===== src/logic/capture_pkg.sv =====
// Purpose: constants and types shared by the capture unit and its software end
// Assumes: one 20 MHz system clock, synchronous active-low reset
// Notes:
package capture_pkg;
    localparam int unsigned CNT_W         = 16;
    localparam int unsigned BYTE_W        = 8;
    localparam int unsigned FILTER_LEN    = 4;
    localparam int unsigned SYNC_LEN      = 3;
    localparam logic [1:0]  SEL_T0_INST   = 2'h0;
    localparam logic [1:0]  SEL_T0_ACC    = 2'h1;
    localparam logic [1:0]  SEL_T1_PIN    = 2'h0;
    localparam logic [1:0]  SEL_T1_RX     = 2'h1;
    localparam logic [1:0]  SEL_T1_TX     = 2'h2;
    localparam logic [1:0]  SEL_RESET     = 2'h0;
    localparam logic        EDGE_FALLING  = 1'b0;
    localparam logic        EDGE_RISING   = 1'b1;
    localparam logic [7:0]  BYTE_RESET    = 8'h00;
    typedef enum logic [1:0]
    {
        SW_IDLE  = 2'b00,
        SW_READ  = 2'b01,
        SW_FLIP  = 2'b11,
        SW_CLEAR = 2'b10
    } sw_state_type;
endpackage : capture_pkg


===== src/logic/capture_if.sv =====
`timescale 1ns/1ns
`default_nettype none
// Purpose: joins the capture unit and the software end
// Assumes: both ends on clk
// Notes: control bits flow from software, state back to it
interface capture_if
    import capture_pkg::*;
(
    input wire logic clk
);
    logic [1:0]        capture_source_select;
    logic              noise_filter_enable;
    logic              edge_polarity_select;
    logic              capture_irq_enable;
    logic              mode_16bit;
    logic              flag_clear_write;
    logic              irq_serviced;
    logic              cmp_b_write;
    logic [BYTE_W-1:0] cmp_b_wdata;
    logic              pin_seven_out;
    logic              pin_seven_drive_n;
    logic [BYTE_W-1:0] compare_reg_a;
    logic [BYTE_W-1:0] compare_reg_b;
    logic              capture_flag;
    logic              capture_irq;
    logic              compare_b_match;
    modport device
    (
        input  capture_source_select, noise_filter_enable,
        input  edge_polarity_select, capture_irq_enable, mode_16bit,
        input  flag_clear_write, irq_serviced, cmp_b_write, cmp_b_wdata,
        input  pin_seven_out, pin_seven_drive_n,
        output compare_reg_a, compare_reg_b, capture_flag, capture_irq,
        output compare_b_match
    );
    modport host
    (
        output capture_source_select, noise_filter_enable,
        output edge_polarity_select, capture_irq_enable, mode_16bit,
        output flag_clear_write, irq_serviced, cmp_b_write, cmp_b_wdata,
        output pin_seven_out, pin_seven_drive_n,
        input  compare_reg_a, compare_reg_b, capture_flag, capture_irq,
        input  compare_b_match
    );
endinterface : capture_if
`default_nettype wire


===== src/logic/capture_unit.sv =====
`timescale 1ns/1ns
`default_nettype none
// Purpose: input capture unit for one timer (timer 0 or timer 1)
// Assumes: counter and event sources on clk; pin is asynchronous
// Notes: TIMER_ID selects the source table
module capture_unit
    import capture_pkg::*;
#(
    parameter int unsigned TIMER_ID = 0
)
(
    input  wire logic             clk,
    input  wire logic             nrst,
    capture_if.device             bus,
    input  wire logic [CNT_W-1:0] counter_value,
    input  wire logic             capture_input_pin,
    input  wire logic             conv_inst_done,
    input  wire logic             conv_acc_done,
    input  wire logic             lin_rx_done,
    input  wire logic             lin_tx_done
);
    logic [SYNC_LEN-1:0]   sync_reg;
    logic                  pin_level;
    logic                  pin_level_reg;
    logic                  pin_seen;
    logic                  src_next;
    logic [FILTER_LEN-2:0] hist_reg;
    logic                  filt_reg;
    logic                  filt_in;
    logic                  det_in;
    logic                  det_prev_reg;
    logic                  trigger;
    logic                  flag_reg;
    logic [BYTE_W-1:0]     cap_a_reg;
    logic [BYTE_W-1:0]     cap_b_reg;
    logic                  match_reg;

    // pin seven output driven by software loops back here
    assign pin_seen = bus.pin_seven_drive_n ? capture_input_pin
                                            : bus.pin_seven_out;

    always_ff @(posedge clk)
    begin
        if (!nrst)
            sync_reg <= '0;
        else
            sync_reg <= {sync_reg[SYNC_LEN-2:0], pin_seen};
    end

    // level accepted only when stages two and three agree
    assign pin_level = (sync_reg[1] == sync_reg[2]) ? sync_reg[1]
                                                     : pin_level_reg;

    always_ff @(posedge clk)
    begin
        if (!nrst)
            pin_level_reg <= 1'b0;
        else
            pin_level_reg <= pin_level;
    end

    // events are one-cycle pulses from logic on clk, so no sync
    always_comb
    begin
        src_next = 1'b0;
        if (TIMER_ID == 0)
        begin
            unique case (bus.capture_source_select)
                SEL_T0_INST: src_next = conv_inst_done;
                SEL_T0_ACC:  src_next = conv_acc_done;
                default:     src_next = 1'b0;
            endcase
        end
        else
        begin
            unique case (bus.capture_source_select)
                SEL_T1_PIN: src_next = pin_level;
                SEL_T1_RX:  src_next = lin_rx_done;
                SEL_T1_TX:  src_next = lin_tx_done;
                default:    src_next = 1'b0;
            endcase
        end
    end

    // filter runs every system clock, no prescaler
    always_ff @(posedge clk)
    begin
        if (!nrst)
            hist_reg <= '0;
        else
            hist_reg <= {hist_reg[FILTER_LEN-3:0], src_next};
    end

    // live input is the fourth sample, so the delay is exactly four
    always_ff @(posedge clk)
    begin
        if (!nrst)
            filt_reg <= 1'b0;
        else if (&{hist_reg, src_next})
            filt_reg <= 1'b1;
        else if (~|{hist_reg, src_next})
            filt_reg <= 1'b0;
    end

    assign filt_in = bus.noise_filter_enable ? filt_reg : src_next;
    // same detector for both timers; filter path only when on
    assign det_in  = filt_in;

    always_ff @(posedge clk)
    begin
        if (!nrst)
            det_prev_reg <= 1'b0;
        else
            det_prev_reg <= det_in;
    end

    // a source switch can make an edge here; software clears
    assign trigger = (bus.edge_polarity_select == EDGE_RISING)
                   ? (det_in & ~det_prev_reg)
                   : (~det_in & det_prev_reg);

    // overwrites whatever was there, read or not
    always_ff @(posedge clk)
    begin
        if (!nrst)
            cap_a_reg <= BYTE_RESET;
        else if (trigger)
            cap_a_reg <= counter_value[BYTE_W-1:0];
    end

    always_ff @(posedge clk)
    begin
        if (!nrst)
            cap_b_reg <= BYTE_RESET;
        else if (trigger && bus.mode_16bit)
            cap_b_reg <= counter_value[CNT_W-1:BYTE_W];
        else if (bus.cmp_b_write && !bus.mode_16bit)
            cap_b_reg <= bus.cmp_b_wdata;
    end

    // compare B live only in 8-bit capture mode
    always_ff @(posedge clk)
    begin
        if (!nrst)
            match_reg <= 1'b0;
        else
            match_reg <= !bus.mode_16bit
                      && counter_value[BYTE_W-1:0] == cap_b_reg;
    end

    // set wins over clear
    always_ff @(posedge clk)
    begin
        if (!nrst)
            flag_reg <= 1'b0;
        else if (trigger)
            flag_reg <= 1'b1;
        else if (bus.flag_clear_write || bus.irq_serviced)
            flag_reg <= 1'b0;
    end

    // on-chip sources keep their own irq; this one is extra
    always_ff @(posedge clk)
    begin
        if (!nrst)
            bus.capture_irq <= 1'b0;
        else
            bus.capture_irq <= (flag_reg | trigger)
                             & bus.capture_irq_enable
                             & ~(bus.irq_serviced & ~trigger);
    end

    assign bus.compare_reg_a   = cap_a_reg;
    assign bus.compare_reg_b   = cap_b_reg;
    assign bus.capture_flag    = flag_reg;
    assign bus.compare_b_match = match_reg;
endmodule : capture_unit
`default_nettype wire


===== src/flat_wrapper.sv =====
// flat-port wrapper written by rule: the top's interface ports become plain ports
module capture_unit_flat import capture_pkg::*;
#(
    parameter int unsigned TIMER_ID = 0
)
  (clk, nrst, counter_value, capture_input_pin, conv_inst_done, conv_acc_done, lin_rx_done, lin_tx_done, bus_capture_source_select, bus_noise_filter_enable, bus_edge_polarity_select, bus_capture_irq_enable, bus_mode_16bit, bus_flag_clear_write, bus_irq_serviced, bus_cmp_b_write, bus_cmp_b_wdata, bus_pin_seven_out, bus_pin_seven_drive_n, bus_compare_reg_a, bus_compare_reg_b, bus_capture_flag, bus_capture_irq, bus_compare_b_match);
  capture_if bus_i (.clk(clk));
  input  wire logic clk;
  input  wire logic nrst;
  input  wire logic [CNT_W-1:0] counter_value;
  input  wire logic capture_input_pin;
  input  wire logic conv_inst_done;
  input  wire logic conv_acc_done;
  input  wire logic lin_rx_done;
  input  wire logic lin_tx_done;
  input wire logic [$bits(bus_i.capture_source_select)-1:0] bus_capture_source_select;
  input wire logic [$bits(bus_i.noise_filter_enable)-1:0] bus_noise_filter_enable;
  input wire logic [$bits(bus_i.edge_polarity_select)-1:0] bus_edge_polarity_select;
  input wire logic [$bits(bus_i.capture_irq_enable)-1:0] bus_capture_irq_enable;
  input wire logic [$bits(bus_i.mode_16bit)-1:0] bus_mode_16bit;
  input wire logic [$bits(bus_i.flag_clear_write)-1:0] bus_flag_clear_write;
  input wire logic [$bits(bus_i.irq_serviced)-1:0] bus_irq_serviced;
  input wire logic [$bits(bus_i.cmp_b_write)-1:0] bus_cmp_b_write;
  input wire logic [$bits(bus_i.cmp_b_wdata)-1:0] bus_cmp_b_wdata;
  input wire logic [$bits(bus_i.pin_seven_out)-1:0] bus_pin_seven_out;
  input wire logic [$bits(bus_i.pin_seven_drive_n)-1:0] bus_pin_seven_drive_n;
  output wire logic [$bits(bus_i.compare_reg_a)-1:0] bus_compare_reg_a;
  output wire logic [$bits(bus_i.compare_reg_b)-1:0] bus_compare_reg_b;
  output wire logic [$bits(bus_i.capture_flag)-1:0] bus_capture_flag;
  output wire logic [$bits(bus_i.capture_irq)-1:0] bus_capture_irq;
  output wire logic [$bits(bus_i.compare_b_match)-1:0] bus_compare_b_match;
  assign bus_i.capture_source_select = bus_capture_source_select;
  assign bus_i.noise_filter_enable = bus_noise_filter_enable;
  assign bus_i.edge_polarity_select = bus_edge_polarity_select;
  assign bus_i.capture_irq_enable = bus_capture_irq_enable;
  assign bus_i.mode_16bit = bus_mode_16bit;
  assign bus_i.flag_clear_write = bus_flag_clear_write;
  assign bus_i.irq_serviced = bus_irq_serviced;
  assign bus_i.cmp_b_write = bus_cmp_b_write;
  assign bus_i.cmp_b_wdata = bus_cmp_b_wdata;
  assign bus_i.pin_seven_out = bus_pin_seven_out;
  assign bus_i.pin_seven_drive_n = bus_pin_seven_drive_n;
  assign bus_compare_reg_a = bus_i.compare_reg_a;
  assign bus_compare_reg_b = bus_i.compare_reg_b;
  assign bus_capture_flag = bus_i.capture_flag;
  assign bus_capture_irq = bus_i.capture_irq;
  assign bus_compare_b_match = bus_i.compare_b_match;
  capture_unit #(.TIMER_ID(TIMER_ID)) u_core (.clk(clk), .nrst(nrst), .bus(bus_i), .counter_value(counter_value), .capture_input_pin(capture_input_pin), .conv_inst_done(conv_inst_done), .conv_acc_done(conv_acc_done), .lin_rx_done(lin_rx_done), .lin_tx_done(lin_tx_done));
endmodule

===== config.mk =====
export PLATFORM = sky130hd
export DESIGN_NAME = capture_unit_flat
export DESIGN_NICKNAME = d
export VERILOG_FILES = /design/src/logic/capture_pkg.sv /design/src/logic/capture_if.sv /design/src/logic/capture_unit.sv /design/src/flat_wrapper.sv
export SDC_FILE = /design/constraint.sdc
export NUM_CORES = 1
export LEC_CHECK = 0
export BUFFER_PORTS_ARGS = -buffer_cell sky130_fd_sc_hd__buf_4
export CORE_MARGIN = 1
export CORE_UTILIZATION = 48
export CTS_CLUSTER_DIAMETER = 80
export DETAILED_ROUTE_END_ITERATION = 12
export GPL_TIMING_DRIVEN = 0
export PLACE_DENSITY = 0.84
export SYNTH_ARGS = -nofsm -noshare
export SYNTH_HDL_FRONTEND = slang
export SYNTH_SLANG_ARGS = --single-unit

===== constraint.sdc =====
create_clock -name clk -period 3 [get_ports clk]
set_clock_uncertainty 0.1 [all_clocks]
set_input_delay 0.15 -clock clk [delete_from_list [all_inputs] [get_ports clk]]
set_output_delay 0.15 -clock clk [all_outputs]
set_load 0.1 [all_outputs]

After elaboration in Yosys (flattened, before gate mapping)
Cells that the tools add are included. W data, S select, Z words.

Output and inout bits: 19. Word-level logic and storage cells: 40. Input bits: 42. Register bits after elaboration: 24.

Reduce and logical (&&, ||, !) cells: 10. Mux-type cells: 9. Bitwise logic cells: 10. Equality and inequality tests: 3.

Operator list (count): $mux W8 (2); $eq A8 B8 Y1 (1); $mux W1 (6); $and A1 B1 Y1 (5); $not A1 Y1 (4); $reduce_and A4 Y1 (1); $reduce_bool A2 Y1 (2); $reduce_or A4 Y1 (1); $logic_and A1 B1 Y1 (3); $eq A2 B1 Y1 const B (1); $logic_not A2 Y1 (1); $ne A2 B1 Y1 const B (1); $pmux W1 S2 (1); $logic_not A1 Y1 (1); $logic_or A1 B1 Y1 (1); $or A1 B1 Y1 (1).

Logic depth before layout (Yosys ltp)
Depth in word-level cells: 10. Mapped depth: 6. Depth with buffers taken out: 5.

Least setup slack after synthesis
OpenSTA, ideal clock, no wires.

Path type: register to register. From: register u_core.cap_b_reg[0], in the netlist u_core.bus.compare_reg_b[0]. To: register u_core.match_reg, in the netlist u_core.bus.compare_b_match. Path buffers: 0. Clock period less this slack: 1887 ps. Path slack: 1113 ps. Setup time: 96 ps. Stages on the path, launching flop included: 5. Arrival: 1691 ps. Cell sequence: dfxtp_1 xor2_1 nor4_1 nand4_1 nor4b_1.

Cells in the longest elaborated chain, start to end: 2.

Ends and longest elaborated chain: from (decl) (RTL line capture_unit.sv:35) `logic [BYTE_W-1:0] cap_b_reg;`; from (signal assigned) (RTL line capture_unit.sv:136) `cap_b_reg <= counter_value[CNT_W-1:BYTE_W];`; from (signal assigned) (RTL line capture_unit.sv:138) `cap_b_reg <= bus.cmp_b_wdata;`; $eq A8 B8 Y1 (RTL line capture_unit.sv:148) `&& counter_value[BYTE_W-1:0] == cap_b_reg;`; $logic_and A1 B1 Y1 (RTL line capture_unit.sv:148); to (signal assigned) (RTL line capture_unit.sv:147) `match_reg <= !bus.mode_16bit`; to (decl) (RTL line capture_unit.sv:36) `logic match_reg;`.

No other way between the ends. A chain may end at the register's enable or synchronous reset.

Worst setup path in the final report
From: register u_core.det_prev_reg. To: register u_core.cap_b_reg[3], in the netlist u_core.bus.compare_reg_b[3].

Cells in the longest elaborated chain, start to end: 5. Elaborated cells between the ends (all ways): 7.

Ends and longest elaborated chain: from (decl) (RTL line capture_unit.sv:31) `logic det_prev_reg;`; from (signal assigned) (RTL line capture_unit.sv:114) `det_prev_reg <= det_in;`; $not A1 Y1 (RTL line capture_unit.sv:119) `? (det_in & ~det_prev_reg)`; $and A1 B1 Y1 (RTL line capture_unit.sv:119); $mux W1 * (RTL line capture_unit.sv:119); $logic_and A1 B1 Y1 * (RTL line capture_unit.sv:135) `else if (trigger && bus.mode_16bit)`; $mux W8 or $reduce_bool A2 Y1 (tied branches).

Mark *: on every way between the ends. The rest lies on a longest branch, timed or not.

==> results.sh <==
export IMPL_ys_types=41
export IMPL_setup_viol=0
export IMPL_period_needed_ns=1.82
export IMPL_status="finished, violations left"
export IMPL_cts_hold_buf=8
export IMPL_areaGrowthSynthToFinish_pct=47.4
export IMPL_worstPathMaxFanout=5
export IMPL_synth_ff_type="dfxtp_1"
export IMPL_die_h_um=52.2
export IMPL_synth_area_top_cells="dfxtp_1 40%, mux2i_1 6.6%, nor2b_1 5.2%"
export IMPL_synth_top_family_by_area="compound AO/OA/AOI/OAI gates"
export IMPL_cts_inserted_buffers=3
export IMPL_start_util=0.527
export IMPL_yosys_area_share_adder=0
export IMPL_cp_start_kind="flop"
export IMPL_max_clock_freq_mhz=549
export IMPL_ctsResizeCount=0
export IMPL_cts_setup_buffers=0
export IMPL_worst_pin_slew_ns=0.429
export IMPL_hpwl_um=2340
export IMPL_drt_iter0_drc=35
export IMPL_drtPass1Iterations=4
export IMPL_place_gp_congestion=0.770
export IMPL_grt_busiest_layer="met2"
export IMPL_endpoint_kind="flop"
export IMPL_wire_per_inst_um=15.1
export IMPL_grt_start_max_net_pins=14
export IMPL_cp_arrival_ns=1.95
export IMPL_drc=0
export IMPL_crit_end="u_core.bus.compare_reg_b[3]"
export IMPL_synth_xor_area_frac=0.0579
export IMPL_critical_path_class="reg -> reg"
export IMPL_required_ns=3.13
export IMPL_timing_rr_end="u_core.bus.compare_reg_b[3]"
export IMPL_ios=61
export IMPL_fp_coreArea_sq_um=2300
export IMPL_antenna_found_initial=0
export IMPL_setup_ws_ns=1.18
export IMPL_cts_tree="built"
export IMPL_grt_usage=0.258
export IMPL_grt_use_met2=0.479
export IMPL_ctsLongestPathBuffers=2
export IMPL_die_w_um=52.2
export IMPL_cts_root_buffer="clkbuf_4"
export IMPL_holdCritPathClass="in -> reg"
export IMPL_antennaDiodeCount=0
export IMPL_maxCapViolCount=0
export IMPL_leakagePower_nw=0.766
export IMPL_async_flop_share=0
export IMPL_synth_area_sq_um=1210
export IMPL_hold_ws_ns=-0.0145
export IMPL_stdcell_count=214
export IMPL_synth_compound_gate_area_share=0.202
export IMPL_hold_viol=5
export IMPL_grt_use_met1=0.303
export IMPL_max_stage_delay_ns=0.41
export IMPL_path_clk_slew_ns=0.13
export IMPL_rsz0062_at_grt="false"
export IMPL_synthMuxAreaShare=0.0971
export IMPL_worstReg2RegStart="u_core.det_prev_reg"
export IMPL_nets=229
export IMPL_relSlewSlack=0.711
export IMPL_finalWirelength_um=3240
export IMPL_synth_seq_cells=24
export IMPL_clock_sinks=24
export IMPL_vias=1192
export IMPL_portBuffers=55
export IMPL_grt_pass1_wl_um=5160
export IMPL_yosys_area_top_type="dfxtp_1"
export IMPL_slew_violations=0
export IMPL_grt_pass1_vias=1152
export IMPL_worstSkewPairLatency_ns=0.33
export IMPL_ys_seq_area_frac=0.397
export IMPL_fillers=158
export IMPL_pre_cts_slack_ns=1.22
export IMPL_p_per_area_nw_per_um2=421
export IMPL_synth_simple_area_share=0.196
export IMPL_synth_nets=160
export IMPL_overflow=0
export IMPL_dp_cells=201
export IMPL_violations="hold timing"
export IMPL_syn_inst=118
export IMPL_dpl_instance_area_sq_um=1660
export IMPL_h_tree_depth=1
export IMPL_ant_nets=0
export IMPL_die_area_sq_um=2730
export IMPL_reg2regPathDepth=4
export IMPL_finalCritPeriodShare=0.607
export IMPL_synth_edff_count=0
export IMPL_vias_per_cell=5.57
export IMPL_finalInstanceArea_sq_um=1790
export IMPL_placementRows=17
export IMPL_crit_chain="and2b_1 > a41oi_1 > nand3_1 > o221a_1"
export IMPL_drive_gt1_frac=0.355
export IMPL_fin_setup_tns_ns=0
export IMPL_rrSetupSlack_ns=1.18
export IMPL_startpoint="u_core.det_prev_reg"
export IMPL_yosys_warnings=0
export IMPL_syn_avg_cell_area_sq_um=10.3
export IMPL_cpMaxStageDelayCell="dfxtp_1"
export IMPL_met3_usage=0.0348
export IMPL_synth_top_area_frac=0.397
export IMPL_ir_drop_mv=0.338
-- synthesized netlist by cell type, types with 2 or more instances --
master	n
dfxtp_1	24
nor2b_1	10
mux2i_1	8
nand4_1	5
o21a_1	5
xor2_1	5
and2_1	4
inv_1	4
o221a_1	4
a21boi_1	3
a32oi_1	3
clkbuf_1	3
nand2_1	3
nor2_1	3
xnor2_1	3
a21o_1	2
a21oi_1	2
and2b_1	2
nand2b_1	2
nand4b_1	2
-- power breakdown --
group | switching (mW) | internal [mW]
registers | 0.0111 | 0.332
clock network | 0.103 | 0.0745
logic | 0.141 | 0.0905
-- layout make-up --
cell class              count  area, sq um  share of cell area
inverters                   4         15.0             0.00841
multi-input cells          85          671               0.376
flip-flops and latches     24          480               0.269
plain buffers               5         45.0              0.0252
well taps                  28         35.0              0.0196
repair buffers             64          503               0.282
clock buffers               4         36.3              0.0203
-- cell usage in the layout, fill, tap and decap left out, types with 3 or more instances in the layout --
| master | synthesis | layout |
|---|---|---|
| nor2_1 | 3 | 3 |
| nand2_1 | 3 | 3 |
| nand4_1 | 5 | 5 |
| xor2_1 | 5 | 5 |
| dfxtp_1 | 24 | 24 |
| o21a_1 | 5 | 5 |
| buf_4 | 0 | 55 |
| xnor2_1 | 3 | 3 |
| a32oi_1 | 3 | 3 |
| nor2b_1 | 10 | 10 |
| clkbuf_4 | 0 | 3 |
| clkbuf_1 | 3 | 3 |
| a21boi_1 | 3 | 3 |
| dlygate4sd3_1 | 0 | 9 |
| and2_1 | 4 | 4 |
| o221a_1 | 4 | 4 |
| inv_1 | 4 | 4 |
| mux2i_1 | 8 | 8 |
-- per-layer routing --
layer / vias up / routed length (um)
met1: 563 / 1350
met2: 52 / 1660
li1: 570 / -
met4: 0 / 40
met3: 7 / 186
met5: - / 0
-- worst max-delay path, delay by kind of cell (launching register included) --
kind	cells	cell delay (ns)
compound gates	2	0.69
flops	1	0.41
simple gates	2	0.52
-- worst min-delay path by stage --
| stage | start | end | slack, ns | cells after the start |
|---|---|---|---|---|
| CTS | counter_value[3] | u_core.bus.compare_reg_a[3] | 0.001 | 3 |
| detailed placement | bus_capture_irq_enable | u_core.bus.capture_irq | 0.29 | 3 |
| global route | counter_value[3] | u_core.bus.compare_reg_a[3] | 0.006 | 3 |
| global placement | bus_capture_irq_enable | u_core.bus.capture_irq | 0.29 | 3 |
| floorplan | bus_capture_irq_enable | u_core.bus.capture_irq | 0.17 | 2 |
| finish | counter_value[3] | u_core.bus.compare_reg_a[3] | -0.01 | 3 |
-- cell families after synthesis --
| logic type | count (synthesis) |
|---|---|
| AO/OA/AOI/OAI | 29 |
| XOR/XNOR | 8 |
| buffers and inverters | 9 |
| multiplexers | 10 |
| flip-flops | 24 |
| AND/OR/NAND/NOR | 38 |
-- per-stage QoR --
stage,hold slack (ns),power (mW),util
after detailed placement,0.292,0.571,0.722
after global routing,0.00613,0.778,0.777
after global placement,0.286,0.567,0.722
after CTS,0.000966,0.749,0.773
after floorplan,0.166,0.495,-
final,-0.0145,0.753,0.777
(Power assumes the default switching activity.)
